===== src/verilog/sseq_pkg.sv =====
// Purpose: Shared constants and types for the signalling sequence checker.
// Assumes: One clock at 20 MHz; one PSTN path per checker instance.
// Notes:   Both ends of the link use the same numbers and message layout.

`default_nettype none

package sseq_pkg;

    // ========================================================================
    // Sequence numbering
    // ========================================================================
    localparam int SEQ_W = 7;
    localparam logic [6:0] SEQ_RESET = 7'h00;
    localparam logic [6:0] SEQ_ONE = 7'h01;
    // Largest number of unacknowledged messages in flight.
    localparam logic [6:0] SEQ_WINDOW = 7'h7F;

    typedef logic [SEQ_W-1:0] sseq_seq_t;

    // ========================================================================
    // Timing
    // ========================================================================
    localparam int unsigned CLK_HZ = 20000000;
    localparam int unsigned ACK_WAIT_MS = 10000;
    localparam int unsigned ACK_SEND_MS = 5000;
    localparam int unsigned ACK_WAIT_CYC = ACK_WAIT_MS * (CLK_HZ / 1000);
    localparam int unsigned ACK_SEND_CYC = ACK_SEND_MS * (CLK_HZ / 1000);
    // Timer counters are wide enough for the 10 s figure at 20 MHz.
    localparam int TMR_W = 28;

    typedef logic [TMR_W-1:0] sseq_tmr_t;

endpackage : sseq_pkg

`default_nettype wire


===== src/verilog/sseq_link_if.sv =====
// Purpose: Message link between the two peer sequence checkers.
// Assumes: Both peers share ref_clk_i; each message is a one-cycle pulse.
// Notes:   The receiving peer always takes a message; there is no ready.

`timescale 1ns/1ns
`default_nettype none

interface sseq_link_if;
    import sseq_pkg::*;

    // ========================================================================
    // Access network to exchange direction
    // ========================================================================
    logic a2l_valid;
    logic a2l_ack;
    logic a2l_param;
    sseq_seq_t a2l_seq;

    // ========================================================================
    // Exchange to access network direction
    // ========================================================================
    logic l2a_valid;
    logic l2a_ack;
    logic l2a_param;
    sseq_seq_t l2a_seq;

    modport an_mp (
        output a2l_valid, a2l_ack, a2l_param, a2l_seq,
        input l2a_valid, l2a_ack, l2a_param, l2a_seq
    );

    modport le_mp (
        output l2a_valid, l2a_ack, l2a_param, l2a_seq,
        input a2l_valid, a2l_ack, a2l_param, a2l_seq
    );

endinterface : sseq_link_if

`default_nettype wire


===== src/verilog/sseq_an_end.sv =====
// Purpose: Sequence checker engine and the access network end of the link.
// Assumes: Link inputs come from the peer on the same clock.
// Notes:   The checker is symmetric; the exchange end reuses the engine.
//
// Operation
// - Sequence numbers count modulo 128.
// - Three counters cleared when idle call starts.
// - Stamp send number, then advance it.
// - Window overrun beyond 127 releases path.
// - Start ack wait timer only if idle.
// - Acknowledgement reports current expected number.
// - In-order message accepted, otherwise path released.
// - Acknowledgement stops, restarts timer, or releases.
// - Acknowledged value must lie inside window.
// - Start ack send timer unless running.
// - Ack send timer expiry sends acknowledgement.
// - Ack wait timer expiry releases path.
// - Ack wait timer lasts 10 seconds.
// - Ack send timer lasts 5 seconds.
// - Link re-establishment indication may be ignored.
// - Signals and parameters protected; release one path.

`timescale 1ns/1ns
`default_nettype none

module sseq_engine #(
    parameter int unsigned ACK_WAIT_CYC = sseq_pkg::ACK_WAIT_CYC,
    parameter int unsigned ACK_SEND_CYC = sseq_pkg::ACK_SEND_CYC
) (
    // Clock and reset.
    input wire logic ref_clk_i,
    input wire logic reset_i,
    // Call control from the PSTN protocol state machine.
    input wire logic call_start_i,
    input wire logic send_req_i,
    input wire logic send_param_i,
    // Messages arriving from the peer.
    input wire logic rx_valid_i,
    input wire logic rx_ack_i,
    input wire logic rx_param_i,
    input wire sseq_pkg::sseq_seq_t rx_seq_i,
    // Messages leaving toward the peer.
    output logic tx_valid_o,
    output logic tx_ack_o,
    output logic tx_param_o,
    output sseq_pkg::sseq_seq_t tx_seq_o,
    // Status toward the PSTN protocol state machine.
    output logic rx_accept_o,
    output logic rx_accept_param_o,
    output logic release_o,
    output logic active_o
);
    import sseq_pkg::*;

    // Timer reload values, one less because expiry is seen at zero.
    localparam sseq_tmr_t WAIT_LOAD = TMR_W'(ACK_WAIT_CYC - 1);
    localparam sseq_tmr_t SEND_LOAD = TMR_W'(ACK_SEND_CYC - 1);

    // ========================================================================
    // State
    // ========================================================================
    logic active_r;
    sseq_seq_t send_seq_r;
    sseq_seq_t acked_seq_r;
    sseq_seq_t expect_seq_r;
    logic wait_run_r;
    sseq_tmr_t wait_cnt_r;
    logic send_run_r;
    sseq_tmr_t send_cnt_r;
    logic ack_pend_r;

    // ========================================================================
    // Event decode
    // ========================================================================
    logic start_call;
    logic send_ovf;
    logic do_send;
    logic rx_sig;
    logic rx_bad;
    logic rx_good;
    logic rx_ackm;
    logic ack_in_win;
    logic ack_bad;
    logic ack_ok;
    logic ack_all;
    logic wait_exp;
    logic send_exp;
    logic rel;
    logic ack_go;
    sseq_seq_t outstanding;
    sseq_seq_t ack_ahead;

    // A new call is only taken while the path is idle.
    assign start_call = call_start_i && !active_r;

    // Sent but not yet acknowledged, modulo 128 by natural wrap.
    assign outstanding = send_seq_r - acked_seq_r;
    assign send_ovf = active_r && send_req_i && (outstanding == SEQ_WINDOW);
    assign do_send = active_r && send_req_i && !send_ovf;

    // Line signals and protocol parameters take the same check.
    assign rx_sig = active_r && rx_valid_i && !rx_ack_i;
    assign rx_good = rx_sig && (rx_seq_i == expect_seq_r);
    assign rx_bad = rx_sig && (rx_seq_i != expect_seq_r);

    // An acknowledgement may neither go backwards nor pass the sender.
    assign rx_ackm = active_r && rx_valid_i && rx_ack_i;
    assign ack_ahead = rx_seq_i - acked_seq_r;
    assign ack_in_win = (ack_ahead <= outstanding);
    assign ack_bad = rx_ackm && !ack_in_win;
    assign ack_ok = rx_ackm && ack_in_win;
    assign ack_all = ack_ok && (rx_seq_i == send_seq_r);

    assign wait_exp = wait_run_r && (wait_cnt_r == '0);
    assign send_exp = send_run_r && (send_cnt_r == '0);

    // Any fault clears this path only; other instances are untouched.
    assign rel = send_ovf || rx_bad || ack_bad || wait_exp;

    // A queued acknowledgement yields the slot to an outgoing signal.
    assign ack_go = active_r && ack_pend_r && !do_send;

    // ========================================================================
    // Path activity and release request
    // ========================================================================
    // The path stays busy from call start until a fault or reset.
    always_ff @(posedge ref_clk_i or posedge reset_i) begin
        if (reset_i) begin
            active_r <= 1'b0;
            release_o <= 1'b0;
        end else begin
            release_o <= rel;
            if (start_call) begin
                active_r <= 1'b1;
            end else if (rel) begin
                active_r <= 1'b0;
            end
        end
    end

    assign active_o = active_r;

    // ========================================================================
    // Sequence counters
    // ========================================================================
    // Re-establishment of the data link needs no input here: a lost
    // message shows up as a gap or a wait timeout anyway.
    always_ff @(posedge ref_clk_i or posedge reset_i) begin
        if (reset_i) begin
            send_seq_r <= SEQ_RESET;
            acked_seq_r <= SEQ_RESET;
            expect_seq_r <= SEQ_RESET;
        end else if (start_call) begin
            send_seq_r <= SEQ_RESET;
            acked_seq_r <= SEQ_RESET;
            expect_seq_r <= SEQ_RESET;
        end else if (!rel) begin
            if (do_send) begin
                send_seq_r <= send_seq_r + SEQ_ONE;
            end
            if (ack_ok) begin
                acked_seq_r <= rx_seq_i;
            end
            if (rx_good) begin
                expect_seq_r <= expect_seq_r + SEQ_ONE;
            end
        end
    end

    // ========================================================================
    // Acknowledgement wait timer
    // ========================================================================
    // A send while the timer runs leaves it alone, so the wait is measured
    // from the send that found it idle, or from the latest partial acknowledgement.
    always_ff @(posedge ref_clk_i or posedge reset_i) begin
        if (reset_i) begin
            wait_run_r <= 1'b0;
            wait_cnt_r <= '0;
        end else if (rel || !active_r) begin
            wait_run_r <= 1'b0;
            wait_cnt_r <= '0;
        end else if ((ack_ok && !ack_all) ||
                     (do_send && (!wait_run_r || ack_all))) begin
            wait_run_r <= 1'b1;
            wait_cnt_r <= WAIT_LOAD;
        end else if (ack_all) begin
            wait_run_r <= 1'b0;
            wait_cnt_r <= '0;
        end else if (wait_run_r) begin
            wait_cnt_r <= wait_cnt_r - 1'b1;
        end
    end

    // ========================================================================
    // Acknowledgement send timer
    // ========================================================================
    // Not restarted by later messages, so one acknowledgement can cover
    // several of them.
    always_ff @(posedge ref_clk_i or posedge reset_i) begin
        if (reset_i) begin
            send_run_r <= 1'b0;
            send_cnt_r <= '0;
        end else if (rel || !active_r || send_exp) begin
            send_run_r <= 1'b0;
            send_cnt_r <= '0;
        end else if (rx_good && !send_run_r) begin
            send_run_r <= 1'b1;
            send_cnt_r <= SEND_LOAD;
        end else if (send_run_r) begin
            send_cnt_r <= send_cnt_r - 1'b1;
        end
    end

    // Expiry queues one acknowledgement until the link slot is free.
    always_ff @(posedge ref_clk_i or posedge reset_i) begin
        if (reset_i) begin
            ack_pend_r <= 1'b0;
        end else if (rel || !active_r) begin
            ack_pend_r <= 1'b0;
        end else if (send_exp) begin
            ack_pend_r <= 1'b1;
        end else if (ack_go) begin
            ack_pend_r <= 1'b0;
        end
    end

    // ========================================================================
    // Outgoing messages
    // ========================================================================
    // A line signal wins the slot; a pending acknowledgement goes next.
    always_ff @(posedge ref_clk_i or posedge reset_i) begin
        if (reset_i) begin
            tx_valid_o <= 1'b0;
            tx_ack_o <= 1'b0;
            tx_param_o <= 1'b0;
            tx_seq_o <= SEQ_RESET;
        end else if (do_send && !rel) begin
            tx_valid_o <= 1'b1;
            tx_ack_o <= 1'b0;
            tx_param_o <= send_param_i;
            tx_seq_o <= send_seq_r;
        end else if (ack_go && !rel) begin
            tx_valid_o <= 1'b1;
            tx_ack_o <= 1'b1;
            tx_param_o <= 1'b0;
            tx_seq_o <= expect_seq_r;
        end else begin
            tx_valid_o <= 1'b0;
            tx_ack_o <= 1'b0;
            tx_param_o <= 1'b0;
        end
    end

    // ========================================================================
    // Accepted message indication
    // ========================================================================
    always_ff @(posedge ref_clk_i or posedge reset_i) begin
        if (reset_i) begin
            rx_accept_o <= 1'b0;
            rx_accept_param_o <= 1'b0;
        end else begin
            rx_accept_o <= rx_good && !rel;
            rx_accept_param_o <= rx_good && !rel && rx_param_i;
        end
    end

endmodule : sseq_engine

// ============================================================================
// Access network end
// ============================================================================
module sseq_an_end #(
    parameter int unsigned ACK_WAIT_CYC = sseq_pkg::ACK_WAIT_CYC,
    parameter int unsigned ACK_SEND_CYC = sseq_pkg::ACK_SEND_CYC
) (
    // Clock and reset.
    input wire logic ref_clk_i,
    input wire logic reset_i,
    // Link toward the exchange.
    sseq_link_if.an_mp link,
    // User side.
    input wire logic call_start_i,
    input wire logic send_req_i,
    input wire logic send_param_i,
    output logic rx_accept_o,
    output logic rx_accept_param_o,
    output logic release_o,
    output logic active_o
);
    import sseq_pkg::*;

    // Same engine as the far end; only the link direction differs.
    sseq_engine #(
        .ACK_WAIT_CYC(ACK_WAIT_CYC),
        .ACK_SEND_CYC(ACK_SEND_CYC)
    ) u_engine (
        .ref_clk_i(ref_clk_i),
        .reset_i(reset_i),
        .call_start_i(call_start_i),
        .send_req_i(send_req_i),
        .send_param_i(send_param_i),
        .rx_valid_i(link.l2a_valid),
        .rx_ack_i(link.l2a_ack),
        .rx_param_i(link.l2a_param),
        .rx_seq_i(link.l2a_seq),
        .tx_valid_o(link.a2l_valid),
        .tx_ack_o(link.a2l_ack),
        .tx_param_o(link.a2l_param),
        .tx_seq_o(link.a2l_seq),
        .rx_accept_o(rx_accept_o),
        .rx_accept_param_o(rx_accept_param_o),
        .release_o(release_o),
        .active_o(active_o)
    );

endmodule : sseq_an_end

`default_nettype wire


===== src/flat_wrapper.sv =====
// flat-port wrapper written by rule: the top's interface ports become plain ports
module sseq_an_end_flat import sseq_pkg::*;
#(
    parameter int unsigned ACK_WAIT_CYC = sseq_pkg::ACK_WAIT_CYC,
    parameter int unsigned ACK_SEND_CYC = sseq_pkg::ACK_SEND_CYC
)
  (ref_clk_i, reset_i, call_start_i, send_req_i, send_param_i, rx_accept_o, rx_accept_param_o, release_o, active_o, link_a2l_valid, link_a2l_ack, link_a2l_param, link_a2l_seq, link_l2a_valid, link_l2a_ack, link_l2a_param, link_l2a_seq);
  sseq_link_if link_i ();
  input wire logic ref_clk_i;
  input wire logic reset_i;
  input wire logic call_start_i;
  input wire logic send_req_i;
  input wire logic send_param_i;
  output logic rx_accept_o;
  output logic rx_accept_param_o;
  output logic release_o;
  output logic active_o;
  output wire logic [$bits(link_i.a2l_valid)-1:0] link_a2l_valid;
  output wire logic [$bits(link_i.a2l_ack)-1:0] link_a2l_ack;
  output wire logic [$bits(link_i.a2l_param)-1:0] link_a2l_param;
  output wire logic [$bits(link_i.a2l_seq)-1:0] link_a2l_seq;
  input wire logic [$bits(link_i.l2a_valid)-1:0] link_l2a_valid;
  input wire logic [$bits(link_i.l2a_ack)-1:0] link_l2a_ack;
  input wire logic [$bits(link_i.l2a_param)-1:0] link_l2a_param;
  input wire logic [$bits(link_i.l2a_seq)-1:0] link_l2a_seq;
  assign link_a2l_valid = link_i.a2l_valid;
  assign link_a2l_ack = link_i.a2l_ack;
  assign link_a2l_param = link_i.a2l_param;
  assign link_a2l_seq = link_i.a2l_seq;
  assign link_i.l2a_valid = link_l2a_valid;
  assign link_i.l2a_ack = link_l2a_ack;
  assign link_i.l2a_param = link_l2a_param;
  assign link_i.l2a_seq = link_l2a_seq;
  sseq_an_end #(.ACK_WAIT_CYC(ACK_WAIT_CYC), .ACK_SEND_CYC(ACK_SEND_CYC)) u_core (.ref_clk_i(ref_clk_i), .reset_i(reset_i), .link(link_i), .call_start_i(call_start_i), .send_req_i(send_req_i), .send_param_i(send_param_i), .rx_accept_o(rx_accept_o), .rx_accept_param_o(rx_accept_param_o), .release_o(release_o), .active_o(active_o));
endmodule

===== config.mk =====
export PLATFORM = sky130hd
export DESIGN_NAME = sseq_an_end_flat
export DESIGN_NICKNAME = d
export VERILOG_FILES = /design/src/verilog/sseq_pkg.sv /design/src/verilog/sseq_link_if.sv /design/src/verilog/sseq_an_end.sv /design/src/flat_wrapper.sv
export SDC_FILE = /design/constraint.sdc
export NUM_CORES = 1
export LEC_CHECK = 0
export BUFFER_PORTS_ARGS = -buffer_cell sky130_fd_sc_hd__buf_2
export CAP_MARGIN = 25
export CORE_ASPECT_RATIO = 0.5
export CORE_MARGIN = 2
export CORE_UTILIZATION = 35
export CTS_BUF_LIST = sky130_fd_sc_hd__clkbuf_8
export DETAILED_ROUTE_END_ITERATION = 10
export MAX_ROUTING_LAYER = met4
export PLACE_DENSITY = 0.53
export SKIP_CTS_REPAIR_TIMING = 1
export SYNTH_ARGS = -nofsm -noshare
export SYNTH_HDL_FRONTEND = slang
export SYNTH_SLANG_ARGS = --single-unit

===== constraint.sdc =====
create_clock -name ref_clk_i -period 4 [get_ports ref_clk_i]
set_input_delay 0.4 -clock ref_clk_i [delete_from_list [all_inputs] [get_ports ref_clk_i]]
set_output_delay 0.4 -clock ref_clk_i [all_outputs]
set_load 0.01 [all_outputs]

=== Word-level counts from Yosys, hierarchy flattened ===
Index checks and enable logic that the tools add are counted.

* Bits in latches: 0
* Output and inout port bits: 14
* Bits in read-only memories: 0
* RAM bits: 0
* Register bits: 94
* Logic and storage cells: 114
* Memories: 0

* $mul: 0
* Eq/ne operators: 5
* Add/subtract/negate cells: 6
* Divide/modulo/power cells: 0
* Muxes and demuxes: 32
* $lt $le $gt $ge: 1
* Bitwise operators: 0
* Shift operators: 0
* Reductions and logical operators: 54

{| class="wikitable"
|+ Operators by type and width
! cell !! count
|-
| 28-bit 2-to-1 mux || 7
|-
| 7-bit 2-to-1 mux || 11
|-
| 28-bit logical NOT || 2
|-
| 28-bit by 1-bit subtractor with 28-bit output, second input constant || 2
|-
| 1-bit logical AND || 23
|-
| 7-bit by 1-bit adder with 7-bit output, second input constant || 2
|-
| 7-bit == test || 2
|-
| 1-bit 2-to-1 mux || 14
|-
| 7-bit subtractor || 2
|-
| 2-bit nonzero test || 6
|-
| 1-bit logical NOT || 9
|-
| 3-bit nonzero test || 3
|-
| 7-bit == test, second input constant || 1
|-
| 7-bit less-or-equal comparator || 1
|-
| 1-bit logical OR || 7
|-
| 7-bit != test || 1
|-
| 2-bit AND reduction || 3
|-
| 4-bit nonzero test || 1
|-
| 2-bit != test, second input constant || 1
|}

=== Depth between registers and ports, before layout ===
Gate-level depths: netlist (run 1).

* Word-level depth: 10
* Mapped depth: 19

=== Worst setup path after synthesis (run 1) ===
OpenSTA, ideal clock, no wires.

* Kind: flip-flop to flip-flop
* Start point: register u_core.u_engine.send_seq_r[0]
* End point: register u_core.u_engine.send_seq_r[6]
* Cell stages (with the launch flop): 17
* Required time: 3880 ps
* Setup time: 120 ps
* Path buffers: 1
* Arrival time: 3668 ps
* Slack: 211 ps
* Period minus slack after synthesis: 3789 ps
* Cells stage by stage: dfrtp_1 inv_1 ha_1 fa_1 nand2b_1 a21oi_1 a31o_2 nor2_1 ha_1 nand4_1 or2_2 o21ai_1 o21ai_0 nor3_2 buf_2 a21oi_1 a31o_2

* Longest elaborated chain between the ends: 8

{| class="wikitable"
|+ RTL lines
! what !! RTL line !! source
|-
| start, declared || sseq_an_end.sv:63 || <nowiki>sseq_seq_t send_seq_r;</nowiki>
|-
| start signal, assigned || sseq_an_end.sv:159 || <nowiki>send_seq_r <= send_seq_r + SEQ_ONE;</nowiki>
|-
| 7-bit subtractor || sseq_an_end.sv:97 || <nowiki>assign outstanding = send_seq_r - acked_seq_r;</nowiki>
|-
| 7-bit less-or-equal comparator / 7-bit == test (equally long branches) || sseq_an_end.sv:109, sseq_an_end.sv:98 ||
|-
| 1-bit logical NOT / 1-bit logical AND (equally long branches) || sseq_an_end.sv:110, sseq_an_end.sv:98 ||
|-
| 1-bit logical AND / 1-bit logical OR (equally long branches) || sseq_an_end.sv:110, sseq_an_end.sv:118 ||
|-
| 1-bit logical OR (2 in a row) || sseq_an_end.sv:118 || <nowiki>assign rel = send_ovf || rx_bad || ack_bad || wait_exp;</nowiki>
|-
| 2-bit != test (no source line) || -- ||
|-
| 2-bit AND reduction (no source line) || -- ||
|}

Several ways; a longest one is shown, not always the timed one. The select of a mux whose other input is x is not followed.
A chain may end at the register's enable or synchronous reset.

=== Worst setup path in the final report (run 1) ===
* Start point: register u_core.u_engine.send_seq_r[0]
* End point: register u_core.u_engine.wait_cnt_r[7]

* Longest elaborated chain between the ends: 9

{| class="wikitable"
|+ RTL lines
! what !! RTL line !! source
|-
| 7-bit subtractor || sseq_an_end.sv:97 ||
|-
| 7-bit less-or-equal comparator / 7-bit == test (equally long branches) || sseq_an_end.sv:109, sseq_an_end.sv:98 ||
|-
| 1-bit logical AND (on tied branches) || sseq_an_end.sv:111, sseq_an_end.sv:98 ||
|-
| 1-bit logical AND / 1-bit logical NOT (equally long branches) || sseq_an_end.sv:112, sseq_an_end.sv:99 ||
|-
| 1-bit logical NOT (tied with other cells) || sseq_an_end.sv:182 || <nowiki>end else if ((ack_ok && !ack_all) ||</nowiki>
|-
| 1-bit logical AND (on tied branches) || sseq_an_end.sv:182, sseq_an_end.sv:183 ||
|-
| 1-bit logical OR || sseq_an_end.sv:182 ||
|-
| 28-bit 2-to-1 mux || sseq_an_end.sv:182 ||
|-
| 28-bit 2-to-1 mux || sseq_an_end.sv:179 || <nowiki>end else if (rel || !active_r) begin</nowiki>
|-
| end signal, assigned || sseq_an_end.sv:190 || <nowiki>wait_cnt_r <= wait_cnt_r - 1'b1;</nowiki>
|-
| end, declared || sseq_an_end.sv:67 || <nowiki>sseq_tmr_t wait_cnt_r;</nowiki>
|}

Several ways; a longest one is shown, not always the timed one.

==> results.py, run 1 <==
metrics = {
    "outcome": {
        "status": "finished clean",
    },
    "synth": {
        "synth_edf_count": 0,
        "ys.flop_type": "dfrtp_1",
        "synth_top_cell_by_area": "dfrtp_1",
        "ys_seq_area_frac": 0.413,
        "synth_top_area_frac": 0.413,
        "synth_area_leaders": "dfrtp_1 41%, xnor2_1 6.6%, ha_1 5.1%",
        "synth-warning-count": 0,
        "async_flop_share": 1.00,
        "yosys_register_bits": 94,
        "synth_area_per_cell_um2": 9.30,
        "syn_inst": 612,
        "netlist_area_um2": 5690,
        "yosysUniqueCellTypes": 64,
        "synth.net_count": 652,
    },
    "timing": {
        "timing.final.crit_share": 0.929,
        "slew_headroom": 0.542,
        "clock-skew-final_ps": 14.0,
        "worst_slew_pin_slew_ps": 686,
        "setup_viol": 0,
        "finalHoldViolCount": 0,
        "slew_viol_final": 0,
        "hold_ws_ps": 27.0,
        "worst_slack_ps": 284,
        "fmax_ghz": 0.269,
        "rsz0062_at_grt": "yes",
        "period_minus_slack_ps": 3720,
    },
    "clock_tree": {
        "clock_path_buffers": 2,
        "cts_inserted_buffers": 9,
        "clock_latency_ps": 380,
        "cts_tree": "done",
        "cts_sinks": 94,
        "cts_max_level": 3,
        "path_clk_slew_ps": 100,
        "cts-root-buf": "clkbuf_8",
    },
    "setup_path": {
        "startpoint_type": "register",
        "cp.required_ps": 4300,
        "crit_type": "register to register",
        "critPathArrivalTime_ps": 4020,
        "critPathCaptureType": "register",
        "cp_max_fo": 8,
    },
    "place": {
        "pre_cts_ws_ps": 74.1,
        "place_inst": 860,
        "dp_hpwl_mm": 9.91,
        "gp_congestion": 0.842,
        "port-buffer-count": 28,
    },
    "grt": {
        "grt_overflow": 0,
        "grt_max_degree": 78,
        "grt_pass1_wl_mm": 22.6,
        "grt_pass1_vias": 4292,
        "antenna_found_initial": 0,
        "grt_usage": 0.173,
    },
    "power": {
        "powerDensity_nw_per_um2": 540,
        "power_leakage_nw": 2.97,
        "finalPower_mw": 3.50,
        "vdd_ir_drop_max_v": 0.000183,
    },
    "floorplan": {
        "dieArea_um2": 17400,
        "fp.coreArea_um2": 15700,
        "dieWidth_um": 184,
        "rows": 32,
        "initial_core_util": 0.363,
        "pin_count": 29,
        "die_h_um": 94.2,
    },
    "detailed_routing": {
        "first_pass_iters": 5,
        "wl_mm": 13.9,
        "final_antenna_net_count": 0,
        "viasPerCell": 5.19,
        "wl_per_cell_um": 15.8,
        "drc": 0,
        "num_vias": 4564,
        "drtIter0Drc": 271,
    },
    "layout": {
        "drive_gt1_frac": 0.147,
        "fillers": 1577,
        "final_cells": 879,
        "antenna_cells": 0,
        "synthToLayoutAreaGrowth_pct": 14.0,
        "nets": 693,
    },
    "job": {
        "max_cap_viol_count": 0,
    },
    "min_path": {
        "hp-class": "input port to async pin",
    },
}
synth_stat cells (7+ instances only):
cell	number
clkbuf_1	15
a21o_1	8
nand3_1	11
ha_1	23
nor2_1	63
xor2_1	24
inv_1	36
mux2i_1	7
xnor2_1	43
o21ai_0	26
or4_1	7
nand2_1	48
nand2b_1	10
a21oi_1	27
nand4_1	11
nor3_1	20
dfrtp_1	94
nor4_1	15
critical path, stage by stage, from the launching register on:
cell and delay [ps]:
dfrtp_1 360, inv_1 80, ha_1 230, fa_1 390, nand2b_1 220, a21oi_2 180, a31o_2 200, nor2_1 60
ha_1 300, nand4_1 90, or2_2 300, o21ai_1 100, buf_4 170, o211a_1 250, o21ai_2 130, a221o_1 450
o21ai_0 130
cell families (layout without fill, tap and decap cells):
kind of cell | after synthesis | in the layout | share of synthesized area
AOI/OAI and AO/OA | 130 | 131 | 0.160
xor gates and xnor gates | 67 | 67 | 0.103
adders and majority gates | 25 | 25 | 0.0576
buffers and inverters | 57 | 102 | 0.0387
DFF | 94 | 94 | 0.413
muxes | 7 | 7 | 0.0123
and+or+nand+nor | 232 | 232 | 0.215
report_power, final:
group / leakage [nW] / total, mW / switching, mW / internal [mW]
clock: 0.118 / 0.734 / 0.359 / 0.375
combinational: 1.57 / 1.54 / 0.912 / 0.625
sequential: 1.28 / 1.23 / 0.141 / 1.09
total: 2.97 / 3.50 / 1.41 / 2.09
layout by cell type (no fill, tap or decap), types with 6 or more instances in the layout:
master	Yosys	final
nor4_1	15	15
a21oi_1	27	26
o31ai_1	6	6
xnor2_1	43	43
nand3_1	11	9
ha_1	23	23
and2_1	6	6
nand4_1	11	11
a21o_1	8	8
o21ai_0	26	26
or4_1	7	7
inv_1	36	35
nor2_1	63	63
buf_2	5	28
buf_4	0	21
or3_1	6	6
xor2_1	24	24
clkbuf_8	0	10
nand2b_1	10	10
mux2i_1	7	7
nor3_1	20	20
dfrtp_1	94	93
nand2_1	48	48
a22o_1	6	6
per-stage QoR:
stage	util	setup TNS (ps)	area (um2)
finish	0.414	0	6480
global route	0.414	-19.9	6480
CTS	0.409	0	6400
detailed placement	0.394	0	6170
global placement	0.394	0	6170
floorplan	-	0	5690
flip-flops by register name (all words and copies together) (netlist names), 7 cells and up:
register and count:
u_core.u_engine.send_cnt_r 28, u_core.u_engine.wait_cnt_r 28, u_core.u_engine.acked_seq_r 7, u_core.u_engine.expect_seq_r 7
u_core.u_engine.send_seq_r 7, u_core.u_engine.tx_seq_o 7
path summary, 6_finish.rpt:
kind / slack [ps] / depth (start not counted) / to / from
max: 280 / 16 / u_core.u_engine.wait_cnt_r[7] / u_core.u_engine.send_seq_r[0]
min: 30 / 2 / u_core.u_engine.wait_cnt_r[18] / reset_i
max reg2reg: 280 / 16 / u_core.u_engine.wait_cnt_r[7] / u_core.u_engine.send_seq_r[0]
min reg2reg: 510 / 1 / u_core.u_engine.tx_seq_o[1] / u_core.u_engine.tx_seq_o[1]
max in group asynchronous: 3070 / 4 / u_core.u_engine.send_cnt_r[27] / reset_i
min in group ref_clk_i: 220 / 2 / u_core.u_engine.tx_param_o / send_param_i
cell type report:
cell class	instances	area [um2]	area share
Inverter	36	138	0.0212
Clock inverter	6	93.8	0.0145
Tap cell	221	277	0.0426
Timing Repair Buffer	50	325	0.0502
Clock buffer	10	138	0.0212
Multi-Input combinational cell	462	3160	0.487
Sequential cell	94	2350	0.363
per-layer routing:
metal  global-route usage  vias to the layer above  wire [um]
met2                0.256                       58       6150
met5                    -                        -          0
met1                0.241                     2215       7150
met3               0.0419                       11        505
met4               0.0327                        0        116
li1                     -                     2280          -
Power figures use the tool's default switching activity.
==> run 2, diff against run 1 <==
--- a/config.mk
+++ b/config.mk
@@ -14,6 +14,7 @@
 export DETAILED_ROUTE_END_ITERATION = 10
 export MAX_ROUTING_LAYER = met4
 export PLACE_DENSITY = 0.53
+export RECOVER_POWER = 50
 export SKIP_CTS_REPAIR_TIMING = 1
 export SYNTH_ARGS = -nofsm -noshare
 export SYNTH_HDL_FRONTEND = slang
==> run 2 against run 1 <==
  * The run now ends with max-capacitance violations, max-slew violations left
  * Sequential share of layout area is 0.15 points higher
  * Critical endpoint unchanged
  * Core utilization is 0.17 points lower
  * First-iteration DRC count up 0.37%
  * Global-route usage unchanged
  * Register-to-register slack barely moved
  * Clock power hardly changed
  * Count of clock-buffer cells in the layout is the same
  * Non-clock buffer count stayed put
  * Largest cell class unchanged
  * Setup slack gained 7.5 ps
==> results.py, run 2 (synthesis gave the netlist of run 1 again) <==
metrics = {
    "outcome": {
        "status": "complete, but fails checks",
        "violations": "max-capacitance violations, max-slew violations",
    },
    "layout": {
        "synthToLayoutAreaGrowth_pct": 13.5,
        "final_cell_mix": "93 x dfrtp_1, 63 x nor2_1, 48 x nand2_1",
        "drive_gt1_frac": 0.137,
        "utilization": 0.413,
        "antenna_cells": 0,
        "top_regs": "u_core.u_engine.send_cnt_r (28), u_core.u_engine.wait_cnt_r (28)",
        "mostFrequentLayoutCell": "dfrtp_1",
        "nets": 693,
    },
    "place": {
        "pre_cts_ws_ps": 74.1,
        "gp_congestion": 0.842,
        "dp_hpwl_mm": 9.91,
        "port-buffer-count": 28,
    },
    "grt": {
        "grt_pass1_vias": 4292,
        "antenna_found_initial": 0,
        "grt_overflow": 0,
        "grt_pass1_wl_mm": 22.6,
        "grt_usage": 0.173,
        "grt_max_degree": 78,
    },
    "setup_path": {
        "cp.required_ps": 4300,
        "cp_num_buf_inv": 2,
        "crit_type": "register to register",
        "slowest_delay_ps": 450,
        "critPathCaptureType": "register",
        "cpMaxStageDelayCell": "a221o_1",
        "crit_top_cell": "ha_1",
        "path_delay_family": "compound AO/OA/AOI/OAI gates",
        "crit_chain": "inv_1 > ha_1 > fa_1 > nand2b_1 > a21oi_2 > a31o_2 > nor2_1 > ha_1 > nand4_1 > or2_2 > o21ai_1 > buf_4 > o211a_1 > o21ai_2 > a221o_1 > o21ai_0",
        "critPathArrivalTime_ps": 4010,
        "cp_max_fo": 8,
        "startpoint_type": "register",
    },
    "min_path": {
        "hp-class": "input port to register",
    },
    "timing": {
        "period_minus_slack_ps": 3710,
        "worst_slew_pin_slew_ps": 2180,
        "finalHoldViolCount": 0,
        "rsz0062_at_grt": "yes",
        "fmax_ghz": 0.270,
        "worst_slack_ps": 292,
        "setup_viol": 0,
        "slew_headroom": -0.455,
        "clock-skew-final_ps": 12.7,
        "slew_viol_final": 47,
        "timing.final.crit_share": 0.927,
    },
    "detailed_routing": {
        "final_antenna_net_count": 0,
        "wl_per_cell_um": 15.8,
        "num_vias": 4589,
        "wl_mm": 13.9,
        "drc": 0,
        "viasPerCell": 5.22,
        "drtIter0Drc": 272,
        "first_pass_iters": 4,
    },
    "clock_tree": {
        "cts_tree": "done",
        "path_clk_slew_ps": 100,
        "cts_inserted_buffers": 9,
        "cts-root-buf": "clkbuf_8",
        "clock_path_buffers": 2,
        "cts_sinks": 94,
        "clock_latency_ps": 380,
        "cts_max_level": 3,
    },
    "floorplan": {
        "rows": 32,
        "dieArea_um2": 17400,
        "dieWidth_um": 184,
        "pin_count": 29,
        "die_h_um": 94.2,
        "fp.coreArea_um2": 15700,
        "initial_core_util": 0.363,
    },
    "power": {
        "finalPower_mw": 3.49,
        "power_leakage_nw": 2.94,
        "vdd_ir_drop_max_v": 0.000183,
        "powerDensity_nw_per_um2": 541,
    },
    "job": {
        "max_cap_viol_count": 1,
    },
}
run 2: power by group:
group / leakage [nW] / total, mW / internal (mW) / switching (mW)
Clock: 0.118 / 0.732 / 0.375 / 0.358
Sequential: 1.28 / 1.23 / 1.09 / 0.140
Combinational: 1.54 / 1.53 / 0.621 / 0.910
run 2: path summary, 6_finish.rpt:
path / depth (start not counted) / slack [ps] / from / to
worst max register to register: 16 / 290 / u_core.u_engine.send_seq_r[0] / u_core.u_engine.wait_cnt_r[7]
worst max-delay path: 16 / 290 / u_core.u_engine.send_seq_r[0] / u_core.u_engine.wait_cnt_r[7]
worst min-delay path: 2 / 220 / send_param_i / u_core.u_engine.tx_param_o
min in group asynchronous: 2 / 330 / reset_i / u_core.u_engine.wait_cnt_r[18]
max in group asynchronous: 4 / 750 / reset_i / u_core.u_engine.send_cnt_r[27]
worst min register to register: 1 / 510 / u_core.u_engine.tx_seq_o[1] / u_core.u_engine.tx_seq_o[1]
run 2: cell type report:
class,count,area (um2)
Inverter,36,136
Sequential cell,94,2350
Clock buffer,10,138
Tap cell,221,277
Timing Repair Buffer,50,300
Multi-Input combinational cell,462,3160
Clock inverter,6,93.8
Fill cell,1586,9200
run 2: stage by stage:
stage	hold slack, ps	std cells	area (um2)	setup TNS (ps)
4_1_cts	198	876	6400	0
3_5_place_dp	478	860	6170	0
6_report	221	879	6460	0
3_3_place_gp	481	860	6170	0
2_1_floorplan	477	612	5690	0
5_1_grt	190	879	6460	-19.9
run 2: per-layer routing:
layer  part of all wire  GRT usage  up-vias
li1                   -          -     2283
met5                  0          -        -
met2               0.44      0.256       69
met3              0.036     0.0419       13
met1               0.52      0.241     2224
met4              0.010     0.0327        0
